**config.mk**
```make
export PLATFORM = sky130hd
export DESIGN_NAME = fss_top
export DESIGN_NICKNAME = d
export VERILOG_FILES = /design/src/design/fss_top_end.sv /design/src/design/fss_pkg.sv /design/src/design/fss_det_if.sv /design/src/design/fss_top.sv /design/src/design/fss_sync.sv /design/src/design/fss_vout_det.sv
export SDC_FILE = /design/constraint.sdc
export NUM_CORES = 1
export LEC_CHECK = 0
export ABC_AREA = 1
export BUFFER_PORTS_ARGS = -buffer_cell sky130_fd_sc_hd__buf_2
export CORE_UTILIZATION = 52
export DETAILED_ROUTE_END_ITERATION = 6
export MAX_ROUTING_LAYER = met4
export PLACE_DENSITY = 0.95
export RECOVER_POWER = 25
export SLEW_MARGIN = 10
export SYNTH_ARGS = -nofsm -noshare
export SYNTH_HDL_FRONTEND = slang
export SYNTH_SLANG_ARGS = --single-unit
```
**constraint.sdc**
```tcl
create_clock -name clk -period 3.1 [get_ports clk]
set_input_delay 0.31 -clock clk [delete_from_list [all_inputs] [get_ports clk]]
set_output_delay 0.31 -clock clk [all_outputs]
set_load 0.01 [all_outputs]
```
**src/design/fss_top_end.sv**
```systemverilog
`timescale 1ns/1ps

```
**src/design/fss_pkg.sv**
```systemverilog
package fss_pkg;
   // command codes seen on the command and read ports
   localparam logic [7:0] CMD_OPERATION    = 8'h01;
   localparam logic [7:0] CMD_ON_OFF_CFG   = 8'h02;
   localparam logic [7:0] CMD_CLEAR_FAULTS = 8'h03;
   localparam logic [7:0] CMD_SUM_LOW      = 8'h78;
   localparam logic [7:0] CMD_SUM_FULL     = 8'h79;
   localparam logic [7:0] CMD_VOUT_DETAIL  = 8'h7a;

   // summary word bit positions
   localparam int SW_VOUT      = 15;
   localparam int SW_IOUT      = 14;
   localparam int SW_INPUT     = 13;
   localparam int SW_MFR       = 12;
   localparam int SW_PWR_NG    = 11;
   localparam int SW_BUSY      = 7;
   localparam int SW_OFF       = 6;
   localparam int SW_VOUT_OV   = 5;
   localparam int SW_IOUT_OC   = 4;
   localparam int SW_VIN_UV    = 3;
   localparam int SW_TEMP      = 2;
   localparam int SW_CML       = 1;
   localparam int SW_HIGH_BYTE = 0;

   // output-voltage detail bit positions
   localparam int VD_OV_FAULT  = 7;
   localparam int VD_OV_WARN   = 6;
   localparam int VD_UV_WARN   = 5;
   localparam int VD_UV_FAULT  = 4;
   localparam int VD_MAX_WARN  = 3;
   localparam int VD_TON_FAULT = 2;

   // values after reset, and the synchroniser width
   localparam logic [7:0]  VD_RESET   = 8'h00;
   localparam logic [15:0] RD_RESET   = 16'h0000;
   localparam int          SYNC_WIDTH = 2;
endpackage

```
**src/design/fss_det_if.sv**
```systemverilog
`timescale 1ns/1ps
interface fss_det_if;
   logic       ov_fault;   // overvoltage fault event
   logic       ov_warn;    // overvoltage warning event
   logic       uv_warn;    // undervoltage warning event
   logic       uv_fault;   // undervoltage fault event
   logic       max_warn;   // voltage above limit requested
   logic       ton_fault;  // turn-on timeout event
   logic       clr;        // clear all sticky bits
   logic [7:0] detail;     // sticky detail byte

   modport src (output ov_fault, ov_warn, uv_warn, uv_fault, max_warn,
                output ton_fault, clr, input detail);
   modport det (input ov_fault, ov_warn, uv_warn, uv_fault, max_warn,
                input ton_fault, clr, output detail);
endinterface

```
**src/design/fss_top.sv**
```systemverilog
`timescale 1ns/1ps
module fss_top (
   input  wire logic        clk,            // 10 MHz system clock
   input  wire logic        rst_n,          // async reset, active low
   // pins from outside the clock domain
   input  wire logic        chan_enable_pin, // channel enable pin
   input  wire logic        bias_sense_pin,  // bias present level
   // command port from the bus interface
   input  wire logic        cmd_req,        // command strobe, one cycle
   input  wire logic [7:0]  cmd_code,       // command code
   input  wire logic        busy_now,       // device still busy
   // read port from the bus interface
   input  wire logic        rd_req,         // read strobe, one cycle
   input  wire logic [7:0]  rd_code,        // register code to read
   output logic      [15:0] rd_data,        // read data
   output logic             rd_valid,       // read data valid pulse
   // fault and warning events from the monitors
   input  wire logic        fault_shutdown, // fault turned channel off
   input  wire logic        out_over_fault, // output overvoltage fault
   input  wire logic        out_over_warn,  // output overvoltage warning
   input  wire logic        out_under_warn, // output undervoltage warning
   input  wire logic        out_under_fault,// output undervoltage fault
   input  wire logic        vout_max_req,   // set above maximum limit
   input  wire logic        ton_max_fault,  // turn-on timeout fault
   input  wire logic        other_fault,    // fault not in bits 7..1
   // detail summaries kept elsewhere
   input  wire logic        input_detail_any, // input detail nonzero
   input  wire logic        in_under_fault,   // input undervoltage fault
   input  wire logic        temp_detail_any,  // temperature detail set
   input  wire logic        cml_detail_any,   // cml detail nonzero
   input  wire logic        mfr_detail_any,   // mfr details nonzero
   // power state
   input  wire logic        power_good_out, // power good pin level
   input  wire logic        pg_enable,      // power good pin enabled
   input  wire logic        chan_output_on, // channel delivering power
   // outputs
   output logic             alert_out_n,    // alert pin output value
   output logic             alert_oe,       // alert pin drive enable
   output logic             chan_latched,   // channel latched off
   output logic             clear_pulse,    // clear for other details
   output logic             chan_run_allow  // channel may run
);
   fss_det_if det_bus ();

   logic [1:0]  pins_sync;
   logic        en_sync;
   logic        bias_sync;
   logic        en_prev;
   logic        bias_prev;
   logic        en_toggle;
   logic        bias_return;
   logic        is_clear;
   logic        is_onoff;
   logic        latched_off;
   logic        next_latched_off;
   logic        busy_bit;
   logic        other_bit;
   logic        alert;
   logic        in_prev;
   logic        temp_prev;
   logic        cml_prev;
   logic        mfr_prev;
   logic        ext_rise;
   logic        any_event;
   logic [15:0] sum_word;

   // command decode used by several processes
   function automatic logic cmd_is(input logic       req,
                                   input logic [7:0] code,
                                   input logic [7:0] want);
      cmd_is = req && (code == want);
   endfunction

   // both pins pass two flip-flops before any logic sees them
   fss_sync #(.W(fss_pkg::SYNC_WIDTH)) u_sync (
      .clk      (clk),
      .rst_n    (rst_n),
      .async_in ({bias_sense_pin, chan_enable_pin}),
      .sync_out (pins_sync)
   );

   assign en_sync   = pins_sync[0];
   assign bias_sync = pins_sync[1];

   // edge history of the synchronised pins
   always_ff @(posedge clk or negedge rst_n) begin
      if (!rst_n) begin
         en_prev   <= 1'b0;
         bias_prev <= 1'b0;
      end else begin
         en_prev   <= en_sync;
         bias_prev <= bias_sync;
      end
   end

   // release events for the latched off state
   assign en_toggle   = en_sync ^ en_prev;
   assign bias_return = bias_sync & ~bias_prev;

   // command decode
   assign is_clear = cmd_is(cmd_req, cmd_code, fss_pkg::CMD_CLEAR_FAULTS);
   assign is_onoff = cmd_is(cmd_req, cmd_code, fss_pkg::CMD_OPERATION) |
                     cmd_is(cmd_req, cmd_code, fss_pkg::CMD_ON_OFF_CFG);

   // latched off: a new shutdown wins over a release in the same cycle;
   // the clear command does not take part here
   always_comb begin
      next_latched_off = latched_off;
      if (en_toggle || is_onoff || bias_return) begin
         next_latched_off = 1'b0;
      end
      if (fault_shutdown) begin
         next_latched_off = 1'b1;
      end
   end

   always_ff @(posedge clk or negedge rst_n) begin
      if (!rst_n) begin
         latched_off <= 1'b0;
      end else begin
         latched_off <= next_latched_off;
      end
   end

   // registered channel state outputs
   always_ff @(posedge clk or negedge rst_n) begin
      if (!rst_n) begin
         chan_latched   <= 1'b0;
         chan_run_allow <= 1'b0;
      end else begin
         chan_latched   <= next_latched_off;
         chan_run_allow <= ~next_latched_off;
      end
   end

   // output-voltage detail byte lives in its own module
   assign det_bus.ov_fault  = out_over_fault;
   assign det_bus.ov_warn   = out_over_warn;
   assign det_bus.uv_warn   = out_under_warn;
   assign det_bus.uv_fault  = out_under_fault;
   assign det_bus.max_warn  = vout_max_req;
   assign det_bus.ton_fault = ton_max_fault;
   assign det_bus.clr       = is_clear;

   fss_vout_det u_vout (
      .clk   (clk),
      .rst_n (rst_n),
      .d     (det_bus)
   );

   // sticky busy flag: a command seen while busy
   always_ff @(posedge clk or negedge rst_n) begin
      if (!rst_n) begin
         busy_bit <= 1'b0;
      end else begin
         busy_bit <= (cmd_req & busy_now) | (busy_bit & ~is_clear);
      end
   end

   // sticky flag for faults with no summary bit of their own
   always_ff @(posedge clk or negedge rst_n) begin
      if (!rst_n) begin
         other_bit <= 1'b0;
      end else begin
         other_bit <= other_fault | (other_bit & ~is_clear);
      end
   end

   // rising edges of detail summaries held elsewhere
   always_ff @(posedge clk or negedge rst_n) begin
      if (!rst_n) begin
         in_prev   <= 1'b0;
         temp_prev <= 1'b0;
         cml_prev  <= 1'b0;
         mfr_prev  <= 1'b0;
      end else begin
         in_prev   <= input_detail_any;
         temp_prev <= temp_detail_any;
         cml_prev  <= cml_detail_any;
         mfr_prev  <= mfr_detail_any;
      end
   end

   assign ext_rise = (input_detail_any & ~in_prev)   |
                     (temp_detail_any  & ~temp_prev) |
                     (cml_detail_any   & ~cml_prev)  |
                     (mfr_detail_any   & ~mfr_prev);

   // every fault or warning event that should raise the alert
   assign any_event = out_over_fault | out_over_warn | out_under_warn |
                      out_under_fault | vout_max_req | ton_max_fault |
                      other_fault | (cmd_req & busy_now) | ext_rise |
                      fault_shutdown;

   // alert: set wins over the clear in the same cycle
   always_ff @(posedge clk or negedge rst_n) begin
      if (!rst_n) begin
         alert <= 1'b0;
      end else begin
         alert <= any_event | (alert & ~is_clear);
      end
   end

   // open-drain alert pin: drives low only while asserted
   always_ff @(posedge clk or negedge rst_n) begin
      if (!rst_n) begin
         alert_out_n <= 1'b1;
         alert_oe    <= 1'b0;
      end else begin
         alert_out_n <= ~(any_event | (alert & ~is_clear));
         alert_oe    <= any_event | (alert & ~is_clear);
      end
   end

   // clear strobe passed on to the other detail registers
   always_ff @(posedge clk or negedge rst_n) begin
      if (!rst_n) begin
         clear_pulse <= 1'b0;
      end else begin
         clear_pulse <= is_clear;
      end
   end

   // summary word built continuously from the detail sources
   always_comb begin
      sum_word                       = 16'h0000;
      sum_word[fss_pkg::SW_VOUT]     = |det_bus.detail;
      sum_word[fss_pkg::SW_IOUT]     = 1'b0;
      sum_word[fss_pkg::SW_INPUT]    = input_detail_any;
      sum_word[fss_pkg::SW_MFR]      = mfr_detail_any;
      sum_word[fss_pkg::SW_PWR_NG]   = pg_enable & ~power_good_out;
      sum_word[fss_pkg::SW_BUSY]     = busy_bit;
      sum_word[fss_pkg::SW_OFF]      = ~chan_output_on | latched_off;
      sum_word[fss_pkg::SW_VOUT_OV]  =
         det_bus.detail[fss_pkg::VD_OV_FAULT];
      sum_word[fss_pkg::SW_IOUT_OC]  = 1'b0;
      sum_word[fss_pkg::SW_VIN_UV]   = in_under_fault;
      sum_word[fss_pkg::SW_TEMP]     = temp_detail_any;
      sum_word[fss_pkg::SW_CML]      = cml_detail_any;
      sum_word[fss_pkg::SW_HIGH_BYTE] =
         other_bit | (|det_bus.detail) | input_detail_any |
         mfr_detail_any | (pg_enable & ~power_good_out);
   end

   // read port: answer one cycle after the strobe
   always_ff @(posedge clk or negedge rst_n) begin
      if (!rst_n) begin
         rd_data  <= fss_pkg::RD_RESET;
         rd_valid <= 1'b0;
      end else begin
         rd_valid <= rd_req;
         if (rd_req) begin
            case (rd_code)
               fss_pkg::CMD_SUM_LOW: begin
                  rd_data <= {8'h00, sum_word[7:0]};
               end
               fss_pkg::CMD_SUM_FULL: begin
                  rd_data <= sum_word;
               end
               fss_pkg::CMD_VOUT_DETAIL: begin
                  rd_data <= {8'h00, det_bus.detail};
               end
               default: begin
                  rd_data <= fss_pkg::RD_RESET;
               end
            endcase
         end
      end
   end
endmodule

```
**src/design/fss_sync.sv**
```systemverilog
`timescale 1ns/1ps
module fss_sync #(
   parameter int W = 2
) (
   input  wire logic         clk,      // system clock
   input  wire logic         rst_n,    // async reset, active low
   input  wire logic [W-1:0] async_in, // pins from outside the domain
   output logic      [W-1:0] sync_out  // synchronised levels
);
   // two flip-flops per bit; the first is read only by the second
   for (genvar i = 0; i < W; i++) begin : g_bit
      logic meta;
      always_ff @(posedge clk or negedge rst_n) begin
         if (!rst_n) begin
            meta        <= 1'b0;
            sync_out[i] <= 1'b0;
         end else begin
            meta        <= async_in[i];
            sync_out[i] <= meta;
         end
      end
   end
endmodule

```
**src/design/fss_vout_det.sv**
```systemverilog
`timescale 1ns/1ps
module fss_vout_det (
   input  wire logic clk,   // system clock
   input  wire logic rst_n, // async reset, active low
   fss_det_if.det    d      // events in, sticky byte out
);
   logic [7:0] evt;

   // map events onto their detail positions; bits 1 and 0 never set
   always_comb begin
      evt                       = 8'h00;
      evt[fss_pkg::VD_OV_FAULT]  = d.ov_fault;
      evt[fss_pkg::VD_OV_WARN]   = d.ov_warn;
      evt[fss_pkg::VD_UV_WARN]   = d.uv_warn;
      evt[fss_pkg::VD_UV_FAULT]  = d.uv_fault;
      evt[fss_pkg::VD_MAX_WARN]  = d.max_warn;
      evt[fss_pkg::VD_TON_FAULT] = d.ton_fault;
   end

   // sticky bits: an event in the clear cycle still sets the bit
   always_ff @(posedge clk or negedge rst_n) begin
      if (!rst_n) begin
         d.detail <= fss_pkg::VD_RESET;
      end else begin
         d.detail <= evt | (d.detail & {8{~d.clr}});
      end
   end
endmodule

```
After elaboration in Yosys (flattened, before gate mapping)
Cells that the tools add are included.
{ "classes": {"n_div": 0, "n_addsub": 0, "bitwise_logic": 44, "n_mux": 3, "shift": 0, "magnitude_cmp": 0, "mul": 0, "n_reduce_logical": 6, "eq_ne": 6} }
{ "ops": {"columns": ["op", "n"], "rows": [
  ["$pmux 16 s3", 1],
  ["$eq 8x7->1 const B", 3],
  ["$or 1x1->1", 21],
  ["$eq 8x2->1 const B", 2],
  ["$and 1x1->1", 10],
  ["$not 1->1", 10],
  ["$and 8x8->8", 1],
  ["$eq 8x1->1 const B", 1],
  ["$or 8x8->8", 1],
  ["$reduce_or 8->1", 1],
  ["$logic_and 1x1->1", 3],
  ["$logic_or 1x1->1", 2],
  ["$mux 1", 2],
  ["$xor 1x1->1", 1]
]} }
{ "word_totals": {"latch_bits": 0, "inputBits": 39, "reg_bits": 42, "rom_bits": 0, "ramBits": 0, "mem_count": 0} }

Longest topological paths before layout
{ "depth": {"word_depth": 11, "depth_mapped": 8, "mapped_depth_nobuf": 8} }

Modules after synthesis
A second synthesis with hierarchy kept.
{ "hier_totals": {"hier_cells": 197, "hier_area_um2": 1694.1} }
{ "by_module_without_submodules": {"columns": ["module", "area_per_inst_um2", "instances", "seq_area_each_um2", "cells_each"], "rows": [
  ["fss_top", 1307.5, 1, 651.9, 162],
  ["fss_vout_det", 286.5, 1, 200.2, 31],
  ["fss_sync", 100.1, 1, 100.1, 4]
]} }

Least setup slack after synthesis
OpenSTA, ideal clock, no wires.
{ "synth_timing": {"kind": "input to register", "startpoint": "input cmd_code[7]", "endpoint": "register u_vout.d.detail[2]", "setup_ps": 118, "path_slack_ps": 2071, "cell_stages": 5, "arrival_ps": 911, "cell_sequence": "nor2_1 > nand2_1 > nor3_4 > nand2_4 > a21o_1"} }
{ "synth_between": {"elab_chain_len": 5} }
{ "synth_lines": {"columns": ["element", "line", "source"], "rows": [
  ["start, declared", "fss_top.sv:10", "input wire logic [7:0] cmd_code,"],
  ["$eq 8x2->1", "fss_top.sv:71", "cmd_is = req && (code == want);"],
  ["$logic_and 1x1->1", "fss_top.sv:71", null],
  ["$not 1->1", "fss_vout_det.sv:25", "d.detail <= evt | (d.detail & {8{~d.clr}});"],
  ["$and 8x8->8", "fss_vout_det.sv:25", null],
  ["$or 8x8->8", "fss_vout_det.sv:25", null],
  ["end signal, assigned", "fss_vout_det.sv:23", "d.detail <= fss_pkg::VD_RESET;"],
  ["end signal, assigned", "fss_vout_det.sv:25", null],
  ["end, declared", "fss_det_if.sv:15", "input ton_fault, clr, output detail);"]
]} }
No other way between the ends.
A chain may end at the register's enable or synchronous reset.

==> results.json <==
{
  "antennaDiodeCount": 0,
  "ys_seq_elements": 38,
  "remaining_drc_errors": 0,
  "slew_headroom_pct": -26.3,
  "cts_sinks": 38,
  "yosysMostFrequentCell": "nand2_1",
  "dpl.hpwl_microns": 2330,
  "yosysWarnings": 0,
  "port_buffers": 56,
  "multi_input_area_sq_um": 569,
  "grt_first_pass_wirelength_microns": 5330,
  "powerDensity_nw_per_um2": 443,
  "first_pass_iters": 4,
  "post-route-util_pct": 66.6,
  "synth.avg_cell_area_sq_um": 8.85,
  "clk_latency_ns": 0.34,
  "clk_root_buffer_cell": "clkbuf_4",
  "synth-main-ff-cell": "dfrtp_1",
  "drive_above_1_share_pct": 31.3,
  "hold_class": "in2reg",
  "setup_tns_ns": 0,
  "rows": 20,
  "dieArea_sq_um": 3430,
  "path_class": "in2async",
  "htreeDepth": 2,
  "grt.met1_usage_pct": 26.2,
  "synth.area.top_cells": "dfrtp_1 56%, nand2_1 14%, inv_1 5.0%, nor2_1 3.8%, nand3_1 3.0%",
  "async_flop_share_pct": 100,
  "via_per_inst": 4.63,
  "period_minus_slack_ns": 1.56,
  "overflow": 0,
  "grt_use_total_pct": 21.8,
  "netlist_area_sq_um": 1660,
  "dieWidth_microns": 58.6,
  "path_buf_inv": 1,
  "crit_family": "buffers and inverters",
  "hold_buffers": 0,
  "maxClockFrequency_ghz": 0.641,
  "startpoint_type": "primary input",
  "min_period_over_period_pct": 50.3,
  "status": "complete, but fails checks",
  "max_stage_delay_ns": 1.33,
  "drt-total-wl_microns": 3020,
  "core_area_sq_um": 3050,
  "maxCapViolations": 1,
  "top_usage_layer": "met2",
  "slew_violations": 39,
  "routedWlPerCell_microns": 10.3,
  "whs_path_depth": 1,
  "floorplan.initialDensity_pct": 54.5,
  "p_leak_uw": 0.00117,
  "grt_pass1_vias": 1312,
  "worstRegToRegCells": 8,
  "synth-edff-count": 0,
  "cts_buffer_depth": 2,
  "n_fill_cell": 269,
  "num_vias": 1356,
  "violations": "capacitance limit, slew limit",
  "drt-initial-drc-count": 13,
  "cp_max_fo": 38,
  "cp.arrival_ns": 1.66,
  "grt_util_met2_pct": 34.6,
  "numCtsBuffers": 5,
  "place.gp.congestion": 0.826,
  "cts_tree": "built",
  "critPathRequiredTime_ns": 3.20,
  "finalHoldViolations": 0,
  "synthDominantCellAreaShare_pct": 55.6,
  "grt_max_degree": 39,
  "synth_common_cells": "62 x nand2_1, 37 x dfrtp_1, 22 x inv_1",
  "synthToLayoutAreaGrowth_pct": 22.3,
  "ys_seq_area_share_pct": 57.2,
  "ir_worst_vdd_v": 0.000322,
  "route.antenna.remaining_nets": 0,
  "rsz0062_at_grt": "no",
  "seq_area_sq_um": 952,
  "worstMarginPinSlew_ns": 1.89,
  "crit_chain": "clkbuf_1",
  "critPathCaptureType": "asynchronous set/reset pin",
  "cts_setup_buffers": 0,
  "netlist-cell-type-count": 26,
  "slowest_stage": "clkbuf_1",
  "cts_resized": 0,
  "die_y_microns": 58.6,
  "use_met3_pct": 6.37,
  "io_pins": 61,
  "path_clk_slew_ns": 0.10,
  "antenna_found_initial": 0,
  "cp_num_cells": 1,
  "yosysTopAreaCell": "dfrtp_1",
  "skew_ns": 0.00251,
  "setup-violations-final": 0,
  "final_nets": 287,
  "synthCells": 188
}
==> registers in the layout, indices dropped and copies added, names as in the netlist, 2 cells and up <==
signal,flops
u_sync.g_bit.meta,2
u_sync.sync_out,2
u_vout.d.detail,8
rd_data,12
==> report_power, final <==
| part | leakage (uW) | switching [uW] | total [uW] | internal [uW] |
|---|---|---|---|---|
| sequential | 0.000441 | 5.72 | 514 | 508 |
| combinational | 0.000685 | 48.6 | 78.1 | 29.6 |
| clock | 0.0000446 | 153 | 308 | 155 |
==> per-stage QoR <==
stage               cells  hold WS (ns)  area [sq um]  worst slack, ns  total power, uW
floorplan             191        0.0144          1680             2.07              562
global placement      285         0.333          1960             1.92              601
detailed placement    285         0.336          1960             1.91              604
CTS                   293        0.0585          2040             1.79              909
global route          293        0.0480          2030             1.11              943
finish                293        0.0677          2030             1.54              900
==> per-layer routing <==
metal | vias to the layer above | part of all wire [%]
li1 | 684 | -
met1 | 620 | 46
met5 | - | 0
met2 | 44 | 47
met4 | 0 | 2.1
met3 | 8 | 5.2
==> logic make-up after synthesis <==
| kind of cell | after synthesis | synth area share [%] |
|---|---|---|
| xor+xnor | 1 | 0.526 |
| other cells | 1 | 0.225 |
| simple gates | 102 | 28.4 |
| compound gates | 12 | 4.36 |
| flops | 38 | 57.2 |
| buf+inv | 34 | 9.25 |
==> cells in the final DEF (no fill, tap or decap), drive strengths merged <==
cell type	synthesis	layout
o21ai	8	8
o21bai	1	1
dfrtp	37	37
conb	1	4
nand2	66	66
nand4	2	2
inv	28	28
nor2	18	18
a21oi	2	2
xor2	1	1
a21o	1	1
nand2b	1	1
nand3	12	12
nor3	2	2
buf	5	51
dfstp	1	1
clkbuf	1	13
nor3b	1	1
==> cell type report <==
class	count	area share (%)
sequential	38	46.8
clock buffer	8	3.87
inverter	28	5.17
tap	44	2.71
multi-input combinational	119	28.0
timing repair buffer	56	13.5
==> path summary, 6_finish.rpt <==
path	startpoint	endpoint	slack (ns)
worst min-delay path	bias_sense_pin	u_sync.g_bit[1].meta$_DFF_PN0_	0.07
min in group asynchronous	rst_n	u_sync.g_bit[1].meta$_DFF_PN0_	0.48
worst max-delay path	rst_n	clear_pulse$_DFF_PN0_	1.54
worst min register to register	u_sync.g_bit[1].meta$_DFF_PN0_	u_sync.sync_out[1]$_DFF_PN0_	0.36
max in group clk	alert_out_n$_DFF_PN1_	alert_out_n	1.80
worst max register to register	u_vout.d.detail[7]$_DFF_PN0_	rd_data[0]$_DFFE_PN0P_	1.95
(Power assumes the default switching activity.)
